**config.mk**
```make
export PLATFORM = sky130hd
export DESIGN_NAME = dsp_cpu_access
export DESIGN_NICKNAME = d
export VERILOG_FILES = /design/src/design/dsp_cpu_access.v /design/src/design/dsp_link.v
export VERILOG_INCLUDE_DIRS = /design/src /design/src/design
export SDC_FILE = /design/constraint.sdc
export NUM_CORES = 1
export LEC_CHECK = 0
export BUFFER_PORTS_ARGS = -buffer_cell sky130_fd_sc_hd__buf_2
export CAP_MARGIN = 20
export CORE_MARGIN = 2
export CORE_UTILIZATION = 58
export DETAILED_ROUTE_END_ITERATION = 12
export PLACE_DENSITY = 0.79
export SYNTH_ARGS = -nofsm -noshare
export SYNTH_HDL_FRONTEND = slang
export SYNTH_HIERARCHICAL = 1
export SYNTH_SLANG_ARGS = --single-unit
```
**constraint.sdc**
```tcl
create_clock -name clk_i -period 2.7 [get_ports clk_i]
set_input_delay 0.135 -clock clk_i [delete_from_list [all_inputs] [get_ports clk_i]]
set_output_delay 0.135 -clock clk_i [all_outputs]
set_load 0.05 [all_outputs]
```
**src/design/dsp_consts.vh**
```
// Purpose: constants shared by the debug serial port access logic
// Assumes: included by bare name from the design files
// Notes:   link offsets are seven-bit register addresses on the serial link
`ifndef DSP_CONSTS_VH
`define DSP_CONSTS_VH

// write-only address space
`define DSP_ADDR_WR_UPPER   7'h13
`define DSP_ADDR_WR_HIGH    7'h14
`define DSP_ADDR_WR_LOW     7'h15
`define DSP_ADDR_CMD        7'h16
`define DSP_ADDR_BUS_CTL    7'h17

// read-only address space, holding bytes of the last read command
`define DSP_ADDR_RD_UPPER   7'h10
`define DSP_ADDR_RD_HIGH    7'h11
`define DSP_ADDR_RD_LOW     7'h12

// bus grant control layout and reset
`define DSP_BUS_EN_BIT      7
`define DSP_BUS_FORCE_BIT   6
`define DSP_BUS_CTL_RESET   8'h00

// command codes
`define DSP_CMD_RD_AF       8'h00
`define DSP_CMD_RD_PC       8'h07
`define DSP_CMD_SET_FULL    8'h08
`define DSP_CMD_CLR_FULL    8'h09
`define DSP_CMD_EXCHANGE    8'h0a
`define DSP_CMD_RD_MEM      8'h0b
`define DSP_CMD_WR_AF       8'h80
`define DSP_CMD_WR_PC       8'h87
`define DSP_CMD_WR_MEM      8'h8b

// link framing
`define DSP_BITS_PER_BYTE   4'd8
`define DSP_SEP_SLOT        4'd8

`endif

```
**src/design/dsp_cpu_access.v**
```verilog
// Purpose: debug cpu access commands and bus grant control behind the debug serial port
// Assumes: cpu answers each access request with a one-cycle done pulse on clk_i
// Notes:   link is sampled, not used as a clock; bus pins are active high
//
// Behaviour
// - command byte write starts cpu operation immediately; the code drops one written while an access is pending
// - read commands fill upper, high, low read bytes
// - write commands take value from write bytes
// - narrower writes use least significant write bytes
// - code 00 reads, 80 writes memory base, flags, accumulator
// - stack pointer access selects long or short pointer
// - code 07 reads, 87 writes program counter
// - code 0a swaps main and alternate register sets
// - code 0b reads memory at pc, increments pc
// - code 8b writes memory at pc, increments pc
// - enable clear ignores bus requests entirely
// - enable set grants after current operation finishes
// - force bit one asserts bus acknowledge
// - force bit zero releases bus acknowledge unless enable is set and a request is granted
`timescale 1ns/1ps
`include "dsp_consts.vh"

module dsp_cpu_access (
   input  wire        clk_i,
   input  wire        nrst_i,
   input  wire        link_clk_i,
   input  wire        link_data_i,
   output wire        link_data_o,
   output wire        link_data_oe_o,
   output wire        acc_req_o,
   output wire [7:0]  acc_code_o,
   output wire [23:0] acc_wdata_o,
   output wire        acc_long_sp_o,
   output wire        full_address_mode_o,
   input  wire        acc_done_i,
   input  wire [23:0] acc_rdata_i,
   input  wire        bus_request_pin_i,
   output wire        bus_acknowledge_pin_o
);

   wire        wr_stb;
   wire [6:0]  wr_addr;
   wire [7:0]  wr_data;
   wire [6:0]  rd_addr;
   reg  [7:0]  rd_byte;

   reg  [7:0]  write_data_upper_r;
   reg  [7:0]  write_data_high_r;
   reg  [7:0]  write_data_low_r;
   reg  [23:0] read_data_r;
   reg         bus_grant_enable_r;
   reg         bus_grant_force_r;
   reg         full_address_mode_r;
   reg         acc_req_r;
   reg  [7:0]  acc_code_r;
   reg  [23:0] acc_wdata_r;
   reg         breq_s1_r;
   reg         breq_s2_r;
   reg         bus_ack_r;
   reg         bus_ack_nxt;

   // reset image of the bus control byte, kept whole so single bits can be picked
   localparam [7:0] BUS_CTL_RST = `DSP_BUS_CTL_RESET;

   // command classes decoded from the byte being written
   reg         cmd_is_read;
   reg         cmd_is_write;
   reg         cmd_is_xchg;
   reg  [23:0] cmd_wdata;

   wire cmd_wr = wr_stb && (wr_addr == `DSP_ADDR_CMD);
   wire bus_wr = wr_stb && (wr_addr == `DSP_ADDR_BUS_CTL);
   wire [23:0] write_word = {write_data_upper_r, write_data_high_r, write_data_low_r};

   // serial slave of the link
   dsp_link u_link (
      .clk_i          (clk_i),
      .nrst_i         (nrst_i),
      .link_clk_i     (link_clk_i),
      .link_data_i    (link_data_i),
      .link_data_o    (link_data_o),
      .link_data_oe_o (link_data_oe_o),
      .wr_stb_o       (wr_stb),
      .wr_addr_o      (wr_addr),
      .wr_data_o      (wr_data),
      .rd_addr_o      (rd_addr),
      .rd_data_i      (rd_byte)
   );

   // read space mux; unmapped addresses read as zero
   always @* begin
      case (rd_addr)
         `DSP_ADDR_RD_UPPER: rd_byte = read_data_r[23:16];
         `DSP_ADDR_RD_HIGH:  rd_byte = read_data_r[15:8];
         `DSP_ADDR_RD_LOW:   rd_byte = read_data_r[7:0];
         default:            rd_byte = 8'h00;
      endcase
   end

   // write-data holding bytes, loaded ahead of a write command
   always @(posedge clk_i or negedge nrst_i) begin
      if (!nrst_i) begin
         write_data_upper_r <= 8'h00;
         write_data_high_r  <= 8'h00;
         write_data_low_r   <= 8'h00;
      end else if (wr_stb) begin
         if (wr_addr == `DSP_ADDR_WR_UPPER) begin
            write_data_upper_r <= wr_data;
         end
         if (wr_addr == `DSP_ADDR_WR_HIGH) begin
            write_data_high_r <= wr_data;
         end
         if (wr_addr == `DSP_ADDR_WR_LOW) begin
            write_data_low_r <= wr_data;
         end
      end
   end

   // classify the command byte; gaps in the table fall to no action
   always @* begin
      cmd_is_read  = 1'b0;
      cmd_is_write = 1'b0;
      cmd_is_xchg  = 1'b0;
      cmd_wdata    = write_word;
      if ((wr_data >= `DSP_CMD_RD_AF && wr_data <= `DSP_CMD_RD_PC) ||
          wr_data == `DSP_CMD_RD_MEM) begin
         cmd_is_read = 1'b1;
      end
      if (wr_data >= `DSP_CMD_WR_AF && wr_data <= `DSP_CMD_WR_PC) begin
         cmd_is_write = 1'b1;
      end
      if (wr_data == `DSP_CMD_WR_MEM) begin
         cmd_is_write = 1'b1;
         cmd_wdata    = {16'h0000, write_data_low_r};
      end
      if (wr_data == `DSP_CMD_EXCHANGE) begin
         cmd_is_xchg = 1'b1;
      end
   end

   // cpu access sequencer: a command byte raises the request on the next edge,
   // the cpu's done pulse ends it; commands arriving while busy are dropped
   // rather than queued, which keeps the cpu port a single outstanding access
   always @(posedge clk_i or negedge nrst_i) begin
      if (!nrst_i) begin
         acc_req_r           <= 1'b0;
         acc_code_r          <= 8'h00;
         acc_wdata_r         <= 24'h000000;
         read_data_r         <= 24'h000000;
         full_address_mode_r <= 1'b0;
      end else begin
         if (acc_req_r && acc_done_i) begin
            acc_req_r <= 1'b0;
            if (acc_code_r == `DSP_CMD_RD_MEM) begin
               read_data_r <= {16'h0000, acc_rdata_i[7:0]};
            end else if (!acc_code_r[7] && acc_code_r != `DSP_CMD_EXCHANGE) begin
               read_data_r <= acc_rdata_i;
            end
         end
         if (cmd_wr && !acc_req_r) begin
            if (cmd_is_read || cmd_is_write || cmd_is_xchg) begin
               acc_req_r   <= 1'b1;
               acc_code_r  <= wr_data;
               acc_wdata_r <= cmd_wdata;
            end else if (wr_data == `DSP_CMD_SET_FULL) begin
               full_address_mode_r <= 1'b1;
            end else if (wr_data == `DSP_CMD_CLR_FULL) begin
               full_address_mode_r <= 1'b0;
            end
         end
      end
   end

   // bus grant control register; reserved bits are not stored
   always @(posedge clk_i or negedge nrst_i) begin
      if (!nrst_i) begin
         bus_grant_enable_r <= BUS_CTL_RST[`DSP_BUS_EN_BIT];
         bus_grant_force_r  <= BUS_CTL_RST[`DSP_BUS_FORCE_BIT];
      end else if (bus_wr) begin
         bus_grant_enable_r <= wr_data[`DSP_BUS_EN_BIT];
         bus_grant_force_r  <= wr_data[`DSP_BUS_FORCE_BIT];
      end
   end

   // bus request comes from a pin in another domain
   always @(posedge clk_i or negedge nrst_i) begin
      if (!nrst_i) begin
         breq_s1_r <= 1'b0;
         breq_s2_r <= 1'b0;
      end else begin
         breq_s1_r <= bus_request_pin_i;
         breq_s2_r <= breq_s1_r;
      end
   end

   // grant: forced, or requested while enabled and no access is in flight;
   // a command accepted while granted still runs, the master owns that order
   always @* begin
      bus_ack_nxt = bus_grant_force_r;
      if (bus_grant_enable_r && breq_s2_r && !acc_req_r) begin
         bus_ack_nxt = 1'b1;
      end
   end

   // registered so the pin never glitches
   always @(posedge clk_i or negedge nrst_i) begin
      if (!nrst_i) begin
         bus_ack_r <= 1'b0;
      end else begin
         bus_ack_r <= bus_ack_nxt;
      end
   end

   // outputs toward the cpu and the bus pin
   assign acc_req_o             = acc_req_r;
   assign acc_code_o            = acc_code_r;
   assign acc_wdata_o           = acc_wdata_r;
   assign acc_long_sp_o         = full_address_mode_r;
   assign full_address_mode_o   = full_address_mode_r;
   assign bus_acknowledge_pin_o = bus_ack_r;

endmodule // dsp_cpu_access

```
**src/design/dsp_link.v**
```verilog
// Purpose: serial slave of the debug link; turns frames into register writes and reads
// Assumes: link clock and data are asynchronous pins, sampled on clk_i
// Notes:   start = data falls while clock high, stop = data rises while clock high;
//          each byte is eight bits msb first followed by one separator bit
`timescale 1ns/1ps
`include "dsp_consts.vh"

module dsp_link (
   input  wire       clk_i,
   input  wire       nrst_i,
   input  wire       link_clk_i,
   input  wire       link_data_i,
   output wire       link_data_o,
   output wire       link_data_oe_o,
   output wire       wr_stb_o,
   output wire [6:0] wr_addr_o,
   output wire [7:0] wr_data_o,
   output wire [6:0] rd_addr_o,
   input  wire [7:0] rd_data_i
);

   localparam ST_IDLE = 2'd0;
   localparam ST_HDR  = 2'd1;
   localparam ST_DATA = 2'd2;

   reg       clk_s1_r, clk_s2_r, clk_s3_r;
   reg       dat_s1_r, dat_s2_r, dat_s3_r;
   reg [1:0] state_r;
   reg [3:0] cnt_r;
   reg [7:0] sh_r;
   reg [6:0] addr_r;
   reg       rw_r;
   reg [7:0] out_r;
   reg       oe_r;
   reg       wr_stb_r;
   reg [6:0] wr_addr_r;
   reg [7:0] wr_data_r;

   wire rise  = clk_s2_r & ~clk_s3_r;
   wire fall  = ~clk_s2_r & clk_s3_r;
   wire start = clk_s2_r & clk_s3_r & dat_s3_r & ~dat_s2_r;
   wire stop  = clk_s2_r & clk_s3_r & ~dat_s3_r & dat_s2_r;

   // three-stage synchronisers; stage one feeds only stage two
   always @(posedge clk_i or negedge nrst_i) begin
      if (!nrst_i) begin
         // link clock idles high, so reset to that level to avoid a false rise
         clk_s1_r <= 1'b1;
         clk_s2_r <= 1'b1;
         clk_s3_r <= 1'b1;
         dat_s1_r <= 1'b1;
         dat_s2_r <= 1'b1;
         dat_s3_r <= 1'b1;
      end else begin
         clk_s1_r <= link_clk_i;
         clk_s2_r <= clk_s1_r;
         clk_s3_r <= clk_s2_r;
         dat_s1_r <= link_data_i;
         dat_s2_r <= dat_s1_r;
         dat_s3_r <= dat_s2_r;
      end
   end

   // frame decoder; start or stop anywhere resynchronises the slave
   always @(posedge clk_i or negedge nrst_i) begin
      if (!nrst_i) begin
         state_r   <= ST_IDLE;
         cnt_r     <= 4'd0;
         sh_r      <= 8'h00;
         addr_r    <= 7'h00;
         rw_r      <= 1'b0;
         out_r     <= 8'h00;
         oe_r      <= 1'b0;
         wr_stb_r  <= 1'b0;
         wr_addr_r <= 7'h00;
         wr_data_r <= 8'h00;
      end else begin
         wr_stb_r <= 1'b0;
         if (start) begin
            state_r <= ST_HDR;
            cnt_r   <= 4'd0;
            oe_r    <= 1'b0;
         end else if (stop) begin
            state_r <= ST_IDLE;
            oe_r    <= 1'b0;
         end else begin
            case (state_r)
               ST_HDR: begin
                  if (rise) begin
                     if (cnt_r == `DSP_SEP_SLOT) begin
                        state_r <= ST_DATA;
                        cnt_r   <= 4'd0;
                     end else begin
                        sh_r  <= {sh_r[6:0], dat_s2_r};
                        cnt_r <= cnt_r + 4'd1;
                        if (cnt_r == `DSP_BITS_PER_BYTE - 4'd1) begin
                           addr_r <= sh_r[6:0];
                           rw_r   <= dat_s2_r;
                        end
                     end
                  end
               end
               ST_DATA: begin
                  if (rise) begin
                     if (cnt_r == `DSP_SEP_SLOT) begin
                        cnt_r <= 4'd0;
                     end else begin
                        sh_r  <= {sh_r[6:0], dat_s2_r};
                        cnt_r <= cnt_r + 4'd1;
                        if (cnt_r == `DSP_BITS_PER_BYTE - 4'd1) begin
                           // auto-increment lets one frame fill data bytes and command
                           addr_r <= addr_r + 7'd1;
                           if (!rw_r) begin
                              wr_stb_r  <= 1'b1;
                              wr_addr_r <= addr_r;
                              wr_data_r <= {sh_r[6:0], dat_s2_r};
                           end
                        end
                     end
                  end else if (fall && rw_r) begin
                     // read bits change on falling edges so the master samples on rising
                     if (cnt_r == 4'd0) begin
                        out_r <= rd_data_i;
                        oe_r  <= 1'b1;
                     end else if (cnt_r == `DSP_SEP_SLOT) begin
                        oe_r  <= 1'b0;
                     end else begin
                        out_r <= {out_r[6:0], 1'b0};
                     end
                  end
               end
               default: begin
                  oe_r <= 1'b0;
               end
            endcase
         end
      end
   end

   assign link_data_o    = out_r[7];
   assign link_data_oe_o = oe_r;
   assign wr_stb_o       = wr_stb_r;
   assign wr_addr_o      = wr_addr_r;
   assign wr_data_o      = wr_data_r;
   assign rd_addr_o      = addr_r;

endmodule // dsp_link
```
==> results.md <==
- Hold slack final: 0.1502 ns
- CTS clock-pin slew for the worst setup and hold paths: 0.06 ns
- Leading cell types in the layout, fill and taps excluded: dfrtp_1, buf_2, mux2_2, a22o_1, dlygate4sd3_1
- Final instance area: 7262 um^2
- Final period utilization: 0.8129
- Clock Latency Late Sink: 0.53 ns
- Maxcap violations: 0
- Final Hold Vio Count: 0
- Share of cells above drive strength 1: 0.3404
- H-tree Lvls: 4
- Core area: 9864 um^2
- Initial Utilization: 0.6034
- Clock Skew: 0.01106 ns
- Initial DRC count: 201
- Setup-failing EPs final: 0
- Mean post-synth cell area: 13.11 um^2
- Worst flop-to-flop path startpoint: acc_code_o[5]$_DFFE_PN0P_
- Critical-path maximum fanout: 24
- Cts hold-fix bufs: 29
- Worst Max-Slew Pin Slew: 0.7559 ns
- Post-synthesis cell count: 454
- Worst Hold Class: primary input to asynchronous set/reset pin
- Reg2Reg Setup Slack: 0.51 ns
- Number of synthesized flops with an enable pin: 0
- Syn Nets: 489
- Fin crit period: 2.195 ns
- Synth warn: 6
- Setup Crit Path Kind: flop to flop
- Largest net degree at the start of global routing: 60
- Via count: 3986
- Chip width: 105.3 um
- Drt pass-1 iters: 4
- Leading cell type in the layout, fill and taps excluded: dfrtp_1
- Sink Count: 139
- DP Area: 6367 um^2
- Netlist cell types: 57
- CTS Buf Count: 17
- CTS Buffer Depth: 2
- Critical Path Start Type: flop
- Rows: 36
- Ant. Diodes: 0
- Pwr/cell area: 746.8 nW/um^2
- Die H: 105.3 um
- Area of the multi-input gates: 2282 um^2
- Fmax achieved: 0.4556 GHz
- Grt ovf: 0
- Critical Path AT: 2.61 ns
- RSZ-0062 raised after global routing: false
- Vias in the first global route: 4127
- IO buf count: 67
- Final nets: 589
- Post-Syn Area: 5952 um^2
- Register area: 3486 um^2
- Wire length per cell: 17.79 um
- Register bit total from synthesis: 139
- Pins Over Slew Limit: 0
- # IOs: 68
- Layout area overhead: 22.01%
- CP required: 3.11 ns
- Worst rel slew slack: 0.4933
- PnR worst setup slack: 0.5052 ns
- Top FF cell, synth: dfrtp_1
- Outcome: finished, final reports clean
- R2R Path End: read_data_r[0]$_DFFE_PN0P_
- Maximum vdd drop: 0.4533 mV
- CP Launch Point: acc_code_o[5]$_DFFE_PN0P_
- DP HPWL: 7640 um
- Initial antenna violation count: 0
- Routability congestion estimate: 0.7986
- CTS root buffer: clkbuf_8
- Post-synth ARST share: 1.000
- DRT antenna net count: 0
- Post-CTS setup buffers: 0
- P_leak: 3.584 nW
- CTS resizes: 0
- DRC violation count after routing: 0
- WL final: 12450 um
- FF-to-FF path depth: 4
- Die ar.: 11090 um^2
- Number of vias per cell: 5.694
- CTS tree: built
- Critical Path End Type: flop
- Post-synthesis sequential area ratio: 0.5857
- Dpl ws: 0.4316 ns
- First-pass GRT wire length: 20830 um
- Setup_tns: 0 ns
- Total track usage: 0.2418
- Core Util, Final: 0.7362
- Filler cell count: 566
[metal layers]
layer  up-vias  share of wire  track usage
met5         -              0            0
met1      2002           0.44       0.3150
met4         0          0.018      0.08095
li1       1856              -            -
met3        22          0.047      0.07174
met2       106           0.49       0.3889
[synthesized netlist by cell type (4+ instances only)]
| master | number | area share |
|---|---|---|
| buf_2 | 4 | 0.0034 |
| inv_1 | 9 | 0.0057 |
| o21ai_0 | 21 | 0.018 |
| mux2_2 | 56 | 0.11 |
| dfrtp_1 | 133 | 0.56 |
| nor2b_1 | 6 | 0.0063 |
| nand3b_1 | 4 | 0.0050 |
| nand2_1 | 25 | 0.016 |
| ha_1 | 5 | 0.011 |
| clkbuf_1 | 9 | 0.0057 |
| mux2_4 | 13 | 0.033 |
| a22o_1 | 34 | 0.050 |
| nor2_1 | 27 | 0.017 |
| nand3_1 | 12 | 0.010 |
| mux2i_1 | 18 | 0.030 |
| a21oi_1 | 16 | 0.013 |
| dfstp_2 | 6 | 0.026 |
[state kept, by name (all words and copies together), names as in the netlist, 8 cells and up]
register	count
acc_wdata_o	24
write_data_upper_r	8
read_data_r	24
write_data_low_r	8
acc_code_o	8
u_link/wr_data_o	8
write_data_high_r	8
u_link/out_r	8
[how the worst max path moves through the flow]
stage | endpoint | slack, ns | depth (start not counted)
6_report | read_data_r[0]$_DFFE_PN0P_ | 0.51 | 4
5_1_grt | read_data_r[2]$_DFFE_PN0P_ | 0.39 | 4
4_1_cts | acc_wdata_o[5]$_DFFE_PN0P_ | 0.39 | 4
3_5_place_dp | acc_wdata_o[5]$_DFFE_PN0P_ | 0.43 | 4
3_3_place_gp | acc_code_o[7]$_DFFE_PN0P_ | 0.53 | 4
2_1_floorplan | read_data_r[4]$_DFFE_PN0P_ | 0.57 | 6
[final cells by class]
class / instances / share of cell area
timing repair buffer: 103 / 0.09873
multi-input combinational: 284 / 0.3143
sequential: 139 / 0.4800
tap: 133 / 0.02292
clock buffer: 19 / 0.05944
clock inverter: 13 / 0.01999
inverter: 9 / 0.004652
[cell families (layout without fill, tap and decap cells)]
kind of cell	after synthesis	count (layout)	share of synthesized area
and+or+nand+nor	104	104	0.09922
xor gates and xnor gates	1	1	0.001472
buffers and inverters	31	144	0.03090
muxes	87	87	0.1690
DFF	139	139	0.5857
adders and majority gates	5	5	0.01051
AOI/OAI and AO/OA	87	87	0.1032
[where the power goes]
group | internal, mW | leakage, nW | total, mW | switching, mW
sequential | 2.25 | 1.86 | 2.47 | 0.220
clock | 1.34 | 0.263 | 2.22 | 0.883
combinational | 0.367 | 1.46 | 0.733 | 0.366
[worst max-delay path, cell delays in order, from the launching register on]
cell     delay, ns
dfrtp_1       0.38
or4b_1        0.56
nor3b_2       0.25
a211o_2       0.48
mux2_2        0.40
[through the flow]
step / power (mW) / std cells
floorplan: 2.936 / 454
global placement: 3.144 / 638
detailed placement: 3.180 / 638
CTS: 5.442 / 699
global route: 5.663 / 700
finish: 5.423 / 700
No activity file was read; power rests on OpenSTA's default activity.
